**src/dcp_map.svh**
```systemverilog
`ifndef DCP_MAP_SVH
`define DCP_MAP_SVH

// ==========================================================
// Sizes
`define DCP_NUM_CH 8
`define DCP_CNT_W 14
`define DCP_CNT_MIN_W 14
`define DCP_IDX_W 3

// ==========================================================
// Timing
`define DCP_CLK_NS 20
`define DCP_SAMPLE_MS 10
`define DCP_SAMPLE_CYC ((`DCP_SAMPLE_MS * 1000000) / `DCP_CLK_NS)
`define DCP_REPORT_S 300
`define DCP_REPORT_TICKS ((`DCP_REPORT_S * 1000) / `DCP_SAMPLE_MS)

// ==========================================================
// Reset values
`define DCP_CNT_RST 14'h0000
`define DCP_THR_RST 14'h0000
`define DCP_MASK_ALL 8'hff

`endif

```
**src/dcp_pkg.sv**
```systemverilog
`include "dcp_map.svh"

package dcp_pkg;

    // ==========================================================
    // Carriers
    typedef struct packed {
        logic [`DCP_CNT_W-1:0] vol;
        logic [`DCP_CNT_W-1:0] occ;
    } dcp_count_t;

    typedef struct packed {
        logic valid;
        logic last;
        logic cmd;
        logic sel;
        logic [`DCP_IDX_W-1:0] chan;
        logic [`DCP_CNT_W-1:0] vol;
        logic [`DCP_CNT_W-1:0] occ;
    } dcp_report_t;

    typedef struct packed {
        logic [`DCP_CNT_W-1:0] vol_low_outer;
        logic [`DCP_CNT_W-1:0] vol_low_inner;
        logic [`DCP_CNT_W-1:0] vol_high_inner;
        logic [`DCP_CNT_W-1:0] vol_high_outer;
        logic [`DCP_CNT_W-1:0] occ_low_outer;
        logic [`DCP_CNT_W-1:0] occ_low_inner;
        logic [`DCP_CNT_W-1:0] occ_high_inner;
        logic [`DCP_CNT_W-1:0] occ_high_outer;
    } dcp_thr_t;

    // ==========================================================
    // States
    typedef enum logic {
        DCP_IDLE,
        DCP_SEND
    } dcp_rpt_state_t;

    typedef struct packed {
        logic [1:0] sync;
        logic last;
        dcp_count_t cnt;
    } dcp_front_state_t;

    typedef struct packed {
        logic [31:0] sample_cnt;
        logic [31:0] period_cnt;
        logic tick;
        logic [2:0] cmd_sync;
        logic per_pend;
        logic cmd_pend;
        dcp_rpt_state_t state;
        logic [`DCP_IDX_W-1:0] idx;
        logic [`DCP_NUM_CH-1:0] mask;
        logic cmd_cause;
        logic busy;
        dcp_report_t rpt;
        dcp_thr_t thr;
        logic thr_reject;
    } dcp_main_state_t;

endpackage : dcp_pkg

```
**src/dcp_chan_front.sv**
```systemverilog
`timescale 1ns/1ps
`include "dcp_map.svh"

module dcp_chan_front (
    // Clock and reset
    input wire logic clk_i,
    input wire logic rst_n_i,
    // Presence pin and sample strobe
    input wire logic pres_i,
    input wire logic tick_i,
    // Accumulated counts
    output dcp_pkg::dcp_count_t cnt_o
);

    dcp_pkg::dcp_front_state_t st;
    dcp_pkg::dcp_front_state_t next_st;

    // ==========================================================
    // Sync, sampling and accumulation
    always_comb begin
        next_st = st;
        next_st.sync = {st.sync[0], pres_i};
        if (tick_i) begin
            next_st.last = st.sync[1];
            // Vehicle arrival: presence rises between samples
            if (st.sync[1] && !st.last) begin
                next_st.cnt.vol = st.cnt.vol + `DCP_CNT_W'(1);
            end
            // Occupancy: one count per occupied sample
            if (st.sync[1]) begin
                next_st.cnt.occ = st.cnt.occ + `DCP_CNT_W'(1);
            end
        end
    end

    // Registers, never cleared by a report
    always_ff @(posedge clk_i) begin
        if (!rst_n_i) begin
            st.sync <= 2'h0;
            st.last <= 1'b0;
            st.cnt.vol <= `DCP_CNT_RST;
            st.cnt.occ <= `DCP_CNT_RST;
        end else begin
            st <= next_st;
        end
    end

    assign cnt_o = st.cnt;

endmodule : dcp_chan_front

```
**src/dcp_preproc.sv**
```systemverilog
`timescale 1ns/1ps
`include "dcp_map.svh"

module dcp_preproc #(
    parameter int NUM_CH = `DCP_NUM_CH,
    parameter int SAMPLE_CYCLES = `DCP_SAMPLE_CYC,
    parameter int REPORT_TICKS = `DCP_REPORT_TICKS
) (
    // Clock and reset
    input wire logic CLOCK_I,
    input wire logic RESET_N_I,
    // Detector presence pins
    input wire logic [`DCP_NUM_CH-1:0] PRESENCE_I,
    // Central command pin and detector selection
    input wire logic XMIT_CMD_I,
    input wire logic [`DCP_NUM_CH-1:0] CHAN_SEL_I,
    // Threshold set from the central system
    input wire logic THR_LOAD_I,
    input dcp_pkg::dcp_thr_t THR_I,
    // Report stream
    output dcp_pkg::dcp_report_t RPT_O,
    output logic BUSY_O,
    // Held thresholds
    output dcp_pkg::dcp_thr_t THR_O,
    output logic THR_REJECT_O
);

    // ==========================================================
    // Elaboration checks
    // Refuse sizes the index and counters cannot serve
    if (NUM_CH < 1 || NUM_CH > `DCP_NUM_CH) begin : g_bad_ch
        $error("NUM_CH out of range");
    end
    if (SAMPLE_CYCLES < 1 || REPORT_TICKS < 1) begin : g_bad_time
        $error("Timing counts must be positive");
    end
    if (`DCP_CNT_W < `DCP_CNT_MIN_W) begin : g_bad_cnt
        $error("Counters below four decimal digits");
    end

    dcp_pkg::dcp_main_state_t st;
    dcp_pkg::dcp_main_state_t next_st;
    dcp_pkg::dcp_count_t counts [NUM_CH];

    // ==========================================================
    // Channel front ends
    genvar g;
    generate
        for (g = 0; g < NUM_CH; g++) begin : g_ch
            dcp_chan_front u_front (
                .clk_i(CLOCK_I),
                .rst_n_i(RESET_N_I),
                .pres_i(PRESENCE_I[g]),
                .tick_i(st.tick),
                .cnt_o(counts[g])
            );
        end
    endgenerate

    // ==========================================================
    // Threshold ordering check
    function automatic logic thr_ok(input dcp_pkg::dcp_thr_t t);
        thr_ok = (t.vol_low_outer < t.vol_low_inner)
            && (t.vol_high_inner < t.vol_high_outer)
            && (t.vol_low_inner <= t.vol_high_inner)
            && (t.occ_low_outer < t.occ_low_inner)
            && (t.occ_high_inner < t.occ_high_outer)
            && (t.occ_low_inner <= t.occ_high_inner);
    endfunction : thr_ok

    logic per_event;
    logic cmd_event;
    logic start;
    logic start_cmd;
    logic last_slot;
    dcp_pkg::dcp_count_t cur;

    // ==========================================================
    // Event decode
    always_comb begin
        per_event = st.tick
            && (st.period_cnt == 32'(REPORT_TICKS - 1));
        cmd_event = st.cmd_sync[1] && !st.cmd_sync[2];
        start = (st.state == dcp_pkg::DCP_IDLE)
            && (st.per_pend || st.cmd_pend);
        start_cmd = start && st.cmd_pend;
        last_slot = (st.idx == `DCP_IDX_W'(NUM_CH - 1));
        cur = counts[st.idx];
    end

    // ==========================================================
    // Next state
    always_comb begin
        next_st = st;
        next_st.rpt.valid = 1'b0;
        next_st.rpt.last = 1'b0;
        // Sample strobe
        next_st.tick = 1'b0;
        if (st.sample_cnt == 32'(SAMPLE_CYCLES - 1)) begin
            next_st.sample_cnt = 32'h0;
            next_st.tick = 1'b1;
        end else begin
            next_st.sample_cnt = st.sample_cnt + 32'h1;
        end
        // Report period in sample ticks
        if (st.tick) begin
            if (per_event) begin
                next_st.period_cnt = 32'h0;
            end else begin
                next_st.period_cnt = st.period_cnt + 32'h1;
            end
        end
        // Command pin sync and edge
        next_st.cmd_sync = {st.cmd_sync[1:0], XMIT_CMD_I};
        // Pending flags, a new event wins over the clear
        next_st.per_pend = (st.per_pend && !(start && !start_cmd))
            || per_event;
        next_st.cmd_pend = (st.cmd_pend && !start_cmd)
            || cmd_event;
        case (st.state)
            dcp_pkg::DCP_IDLE: begin
                // Busy drops one cycle after the last record
                next_st.busy = 1'b0;
                if (start) begin
                    next_st.state = dcp_pkg::DCP_SEND;
                    next_st.busy = 1'b1;
                    next_st.idx = `DCP_IDX_W'(0);
                    next_st.cmd_cause = start_cmd;
                    // Command reports flag the chosen detectors
                    next_st.mask = start_cmd ? CHAN_SEL_I
                        : `DCP_MASK_ALL;
                end
            end
            dcp_pkg::DCP_SEND: begin
                // Live accumulations, counters untouched
                next_st.rpt.valid = 1'b1;
                next_st.rpt.chan = st.idx;
                next_st.rpt.vol = cur.vol;
                next_st.rpt.occ = cur.occ;
                next_st.rpt.cmd = st.cmd_cause;
                next_st.rpt.sel = st.mask[st.idx];
                next_st.rpt.last = last_slot;
                // Back to idle after the final channel
                if (last_slot) begin
                    next_st.state = dcp_pkg::DCP_IDLE;
                end else begin
                    next_st.idx = st.idx + `DCP_IDX_W'(1);
                end
            end
            default: begin
                next_st.state = dcp_pkg::DCP_IDLE;
            end
        endcase
        // Threshold load, refused unless ordered
        if (THR_LOAD_I) begin
            if (thr_ok(THR_I)) begin
                next_st.thr = THR_I;
                next_st.thr_reject = 1'b0;
            end else begin
                next_st.thr_reject = 1'b1;
            end
        end
    end

    // ==========================================================
    // State register
    always_ff @(posedge CLOCK_I) begin
        if (!RESET_N_I) begin
            st.sample_cnt <= 32'h0;
            st.period_cnt <= 32'h0;
            st.tick <= 1'b0;
            st.cmd_sync <= 3'h0;
            st.per_pend <= 1'b0;
            st.cmd_pend <= 1'b0;
            st.state <= dcp_pkg::DCP_IDLE;
            st.idx <= `DCP_IDX_W'(0);
            st.mask <= `DCP_MASK_ALL;
            st.cmd_cause <= 1'b0;
            st.busy <= 1'b0;
            st.rpt.valid <= 1'b0;
            st.rpt.last <= 1'b0;
            st.rpt.cmd <= 1'b0;
            st.rpt.sel <= 1'b0;
            st.rpt.chan <= `DCP_IDX_W'(0);
            st.rpt.vol <= `DCP_CNT_RST;
            st.rpt.occ <= `DCP_CNT_RST;
            st.thr.vol_low_outer <= `DCP_THR_RST;
            st.thr.vol_low_inner <= `DCP_THR_RST;
            st.thr.vol_high_inner <= `DCP_THR_RST;
            st.thr.vol_high_outer <= `DCP_THR_RST;
            st.thr.occ_low_outer <= `DCP_THR_RST;
            st.thr.occ_low_inner <= `DCP_THR_RST;
            st.thr.occ_high_inner <= `DCP_THR_RST;
            st.thr.occ_high_outer <= `DCP_THR_RST;
            st.thr_reject <= 1'b0;
        end else begin
            st <= next_st;
        end
    end

    // ==========================================================
    // Outputs
    assign RPT_O = st.rpt;
    assign BUSY_O = st.busy;
    // Held threshold set and refusal flag
    assign THR_O = st.thr;
    assign THR_REJECT_O = st.thr_reject;

endmodule : dcp_preproc

```
**config.mk**
```make
export PLATFORM = sky130hd
export DESIGN_NAME = dcp_preproc
export DESIGN_NICKNAME = d
export VERILOG_FILES = /design/src/dcp_pkg.sv /design/src/dcp_chan_front.sv /design/src/dcp_preproc.sv
export VERILOG_INCLUDE_DIRS = /design/src /design/src/src
export SDC_FILE = /design/constraint.sdc
export NUM_CORES = 1
export LEC_CHECK = 0
export ABC_AREA = 1
export BUFFER_PORTS_ARGS = -buffer_cell sky130_fd_sc_hd__buf_2
export CAP_MARGIN = 20
export CORE_MARGIN = 4
export CORE_UTILIZATION = 54
export DETAILED_ROUTE_END_ITERATION = 8
export PLACE_DENSITY_LB_ADDON = 0.12
export SLEW_MARGIN = 0
export SYNTH_ARGS = -nofsm -noshare
export SYNTH_HDL_FRONTEND = slang
export SYNTH_SLANG_ARGS = --single-unit
```
**constraint.sdc**
```tcl
create_clock -name CLOCK_I -period 1.7 [get_ports CLOCK_I]
set_input_delay 0.085 -clock CLOCK_I [delete_from_list [all_inputs] [get_ports CLOCK_I]]
set_output_delay 0.085 -clock CLOCK_I [all_outputs]
set_load 0.005 [all_outputs]
```
-- Word-level counts from Yosys, hierarchy flattened
Index checks and enable logic that the tools add are counted.
- add/sub/neg operators: 19
- magnitude comparators: 8
- equal/unequal tests: 5
- mux-type cells: 14
- bitwise gates (word level): 3
- reductions and logical operators: 55
- operator list (operator ; count):
    adder 14 x 1 -> 14 bit, second input constant ; 16
    binary-select mux 28 bit (select 3 bit) ; 1
    adder 32 x 1 -> 32 bit, second input constant ; 2
    < comparator 14 bit ; 4
    two-way mux 28 bit ; 2
    AND reduction 2 bit ; 20
    two-way mux 35 bit ; 1
    == test 32 x 15 -> 1 bit, second input constant ; 1
    == test 32 x 19 -> 1 bit, second input constant ; 1
    two-way mux 32 bit ; 1
    <= comparator 14 bit ; 2
    logical AND 1 bit ; 20
    two-way mux 14 bit ; 1
    zero test 1 bit ; 11
    two-way mux 8 bit ; 1
    one-hot mux 4 bit (2 select lines) ; 1
    greater-or-equal comparator 4 bit, second input constant ; 1
    < comparator 3 x 4 -> 1 bit, second input constant ; 1
    two-way mux 1 bit ; 4
    inequality test 2 bit, second input constant ; 2
    inverter 3 -> 4 bit ; 1
    adder 3 x 1 -> 3 bit, second input constant ; 1
    binary-select mux 1 bit (select 3 bit) ; 1
    == test 3 bit, second input constant ; 1
    4 further kinds ; 7
- register bits: 480
- bits of input ports: 132
- output and inout port bits: 149

-- Logic depth before layout (Yosys ltp)
- word-level depth: 8
- depth in mapped cells: 17

-- Hierarchy
A second synthesis with hierarchy kept.
- cells, all modules: 4349
- area, all modules: 29136.7 µm²
- by module, submodules not included (module ; instances ; cells each ; area each (µm²)):
    dcp_preproc ; 1 ; 2389 ; 15193.3
    dcp_chan_front ; 8 ; 245 ; 1742.9

-- Worst setup path before layout
No wires, ideal clock.
- kind: input to register
- from: input port THR_I[5] (netlist bit)
- to: register st (netlist bit THR_O[25])
- data arrival time: 1656 ps
- slack: -70 ps
- stages: 13
- buffers on the path: 2
- cell sequence: inv_1 > ha_1 > a21o_1 > nor2_1 > nand2_1 > nand2_1 > nand3_1 > nor2_1 > clkbuf_1 > buf_2 > nand3_1 > nand2_1 > nor2_1
- word-level cells in the longest chain between the ends: 4
- RTL lines (element ; line ; source):
    from (decl) ; dcp_preproc.sv:19 ; input dcp_pkg::dcp_thr_t THR_I,
    < comparator 14 bit ; dcp_preproc.sv:67 ; && (t.occ_high_inner < t.occ_high_outer)
    logical AND 1 bit ; dcp_preproc.sv:67 ;
    logical AND 1 bit ; dcp_preproc.sv:68 ; && (t.occ_low_inner <= t.occ_high_inner);
    AND reduction 2 bit (no source line) ; n/a ;
    to (decl) ; dcp_preproc.sv:41 ; dcp_pkg::dcp_main_state_t st;
No other way between the ends.
A chain may end at the register's enable or synchronous reset.

-- Worst setup path after layout
- from: input port THR_I[61] (netlist bit)
- to: register st (netlist bit THR_O[80])
- word-level cells in the longest chain between the ends: 7
- RTL lines (element ; line ; source):
    < comparator 14 bit ; dcp_preproc.sv:64 ; && (t.vol_high_inner < t.vol_high_outer)
    logical AND 1 bit ; dcp_preproc.sv:64 ;
    logical AND 1 bit ; dcp_preproc.sv:65 ; && (t.vol_low_inner <= t.vol_high_inner)
    logical AND 1 bit ; dcp_preproc.sv:66 ; && (t.occ_low_outer < t.occ_low_inner)
    logical AND 1 bit ; dcp_preproc.sv:67 ;
    logical AND 1 bit ; dcp_preproc.sv:68 ;
    AND reduction 2 bit (no source line) ; n/a ;
No other way between the ends.

==> key figures <==
Outcome
  • Outcome: finished, violations left
  • Failing checks: setup timing

Synthesis
  • Yosys cell types: 45
  • Synth Net Count: 4033
  • Post-synthesis xor/xnor area fraction: 0.9600%
  • Mux cell area share after synthesis: 0%
  • Post-synthesis sequential area ratio: 37.62%
  • Compound-cell area share of the yosys netlist: 13.28%
  • Syn Inst Count: 3801
  • Simple-gate share of the synthesized area: 28.61%
  • Syn avg cell area: 6.720 um2
  • Post-synth ARST share: 0%
  • Adder-cell share of the synthesized area: 4.898%
  • Primary FF master, synth: dfxtp_1
  • Largest family of logic cells by synthesized area: simple AND/OR/NAND/NOR gates
  • Number of synthesized register bits: 480
  • Post-Syn Area: 25540 um2
  • Yosys warnings: 0
  • EDFF count, synth: 0

Global routing
  • Vias in the first global route: 24480
  • Largest net degree at the start of global routing: 83
  • First-pass GRT wire length: 119800 um
  • Tot GR Track Use: 28.21%
  • Initial antenna violation count: 5
  • GRT Residual Overflow: 0

Die
  • Total die area: 50850 um2
  • Die X: 225.5 um
  • Core Area: 46650 um2
  • Starting Density: 54.75%
  • FP Rows: 79
  • Die Y: 225.5 um
  • I/O pins: 281

Min path
  • Worst Hold Class: in2reg

Flow run
  • Maxcap violations: 0

Clocking
  • H-Tree Level Count: 2
  • CTS tree: done
  • Worst-path clk slew: 0.06 ns
  • Num CTS Buffers: 53
  • Clock Path Buffers: 3
  • Worst-Skew Late Latency: 0.61 ns
  • CTS root buf: clkbuf_16
  • Sink Count: 480

Route
  • Wire length per cell: 15.73 um
  • Number of vias per cell: 5.251
  • Post-route ant nets: 0
  • # DRC: 0
  • WL final: 78240 um
  • Vias: 26120
  • DRT Pass-1 Iters: 6
  • 1st-iter DRT viols: 1885

Timing
  • Crit share post-route: 105.8%
  • Fin crit period: 1.799 ns
  • RSZ-0062 raised after global routing: yes
  • Max Freq: 555.7 MHz
  • Max-slew violations: 0
  • Setup ws final: -0.09942 ns
  • Worst Tran Pin Value: 0.7810 ns
  • Rel. slew slack: 47.76%
  • Final Hold Vio Count: 0
  • Clk_skew: 0.02418 ns
  • Final hold slack: 0.006523 ns
  • Finish-stage setup viols: 36

Power
  • Leakage: 15.34 nW
  • Worst VDD drop: 0.0007934 V
  • Pwr Density: 794.7 nW/um2

Worst setup path
  • Worst Path Buf+Inv: 5
  • Critical path required time: 2.19 ns
  • CP Cell Sequence: buf_2, inv_1, ha_1, nand2_1, nand2_1, a21oi_1, nand2_2, nand2_2, nand2_1, inv_2, nand2_2, nor2_4, buf_6, clkbuf_16, nand3_1, nand2_1, nor2_1
  • Critical path arrival: 2.29 ns
  • Max stage delay on crit path: 0.32 ns
  • Crit Path Max Fanout: 6
  • CP startpoint kind: input pin
  • Slowest CP cell: ha_1
  • Setup crit end kind: flop
  • Crit path top cell by count: nand2_1
  • Kind of cell adding the most delay to the critical path: simple AND/OR/NAND/NOR gates
  • Setup CP Type: in2reg
  • Flop2flop setup slack: -0.03 ns

Placed design
  • Pre-CTS WS: -0.3998 ns
  • Dpl hpwl: 50490 um
  • Port bufs: 280
  • GPL Wtd Cong: 0.8975

Finish
  • Layout cells sized above 1: 22.17%
  • Layout Area Growth over Synthesis: 32.18%
  • Final cell utilization of the core: 72.37%
  • Final #Nets: 4551
==> area by class of cell <==
class	instances	area [um2]
clock inverter	25	370.4
multi-input combinational	2493	13340
antenna	4	10.01
fill	3749	12890
sequential	480	9649
tap	607	759.5
timing repair buffer	749	6007
inverter	542	2057
clock buffer	73	1573
==> logic make-up after synthesis <==
family,after synthesis
xor gates and xnor gates,28
buffers and inverters,828
and+or+nand+nor,1721
adders and majority gates,100
AOI/OAI and AO/OA,644
DFF,480
==> stage by stage <==
step                      total power [W]  TNS [ns]  std cells  instance area, um2
after floorplan                   0.01299   -0.6260       3801               25550
after global placement            0.01379    -40.12       4661               28270
after detailed placement          0.01381    -46.65       4661               28270
after CTS                         0.02677   -0.3839       4922               32120
after global routing              0.02775    -7.375       4969               33750
final                             0.02683   -0.5713       4973               33760
==> cells in the mapped netlist (5+ instances only) <==
cell type	instances	area (um2)
nand4_1	40	250.2
nor3_2	8	80.08
a21oi_1	271	1356
buf_1	14	52.55
clkbuf_1	92	345.3
xor2_1	22	192.7
dfxtp_1	480	9609
nor4_1	25	156.4
a211oi_1	6	45.04
nor3b_1	19	142.6
nor3_1	107	535.5
o22ai_1	39	244.0
a22o_1	7	61.31
buf_4	155	1164
nor2_2	9	56.30
clkinv_1	5	18.77
nand2_1	709	2661
buf_2	22	110.1
xnor2_1	6	52.55
nor2_1	553	2076
a31oi_1	5	31.28
nand3_1	222	1111
o21ai_0	290	1451
ha_1	100	1251
nor2_4	5	56.30
inv_1	533	2001
o21a_1	13	97.59
==> placed cells by master, fill, tap and decap left out, types with 26 or more instances in the layout <==
cell type	synthesis	final
o22ai_1	39	39
buf_12	0	26
nor2_4	5	45
inv_1	533	513
o21ai_1	0	27
buf_4	155	249
nor2_2	9	33
buf_6	3	27
dfxtp_1	480	456
ha_1	100	96
nand4_1	40	40
a21oi_1	271	263
nand2_2	4	40
nand3_1	222	198
nor3_1	107	90
o21ai_0	290	257
clkbuf_16	0	67
buf_2	22	277
dlygate4sd3_1	0	150
nor2_1	553	489
nand2_1	709	660
==> routing by layer <==
layer  routed length (um)  vias up  share of wire, %  global-route usage, %
met5                   34        -             0.043                      0
met1                32060    11890                41                  34.85
met2                37300      877                48                  48.82
met3                 5378      239               6.9                  5.666
met4                 3458        6               4.4                  10.43
li1                     -    13100                 -                      -
==> worst reg2reg max path: stages, from the launching register on <==
cell and delay, ns:
dfxtp_4 0.38, buf_8 0.15, nand2_8 0.07, nor2_4 0.16, inv_2 0.08, nor2_4 0.13, nand2_4 0.08, nor2_4 0.12
nand2_2 0.10, nor3_4 0.13, nand2_1 0.09, nand2_1 0.06, nand2_1 0.04, nor2_1 0.09
==> final timing paths <==
path                                 from                   endpoint  cells after the start
worst max-delay path            THR_I[61]                  THR_O[80]                     17
worst min-delay path            RESET_N_I                    st[158]                      4
worst max register to register    st[167]  g_ch[3].u_front.cnt_o[27]                     13
worst min register to register    st[166]                    st[162]                      1
==> timing repair <==
action	CTS	global route
pin swaps	16	103
hold buffers	151	3
endpoints found under the hold margin	163	15
setup endpoints to repair	116	257
gates cloned	0	16
buffers inserted	12	34
gates resized for setup	87	302
==> flip-flops by register name, summed over array words and instances, names as in the netlist <==
register              count
BUSY_O                    1
RPT_O                    35
THR_O                   112
THR_REJECT_O              1
g_ch.u_front.cnt_o      224
g_ch.u_front.next_st      8
g_ch.u_front.st          16
next_st                   2
st                       81
==> where the power goes <==
part	total, W	switching [W]	internal [W]	leakage, nW
logic	0.00266	0.00147	0.00119	10.5
registers	0.0115	0.0000877	0.0114	3.89
clock network	0.0127	0.00489	0.00782	0.963
(Power assumes the default switching activity.)
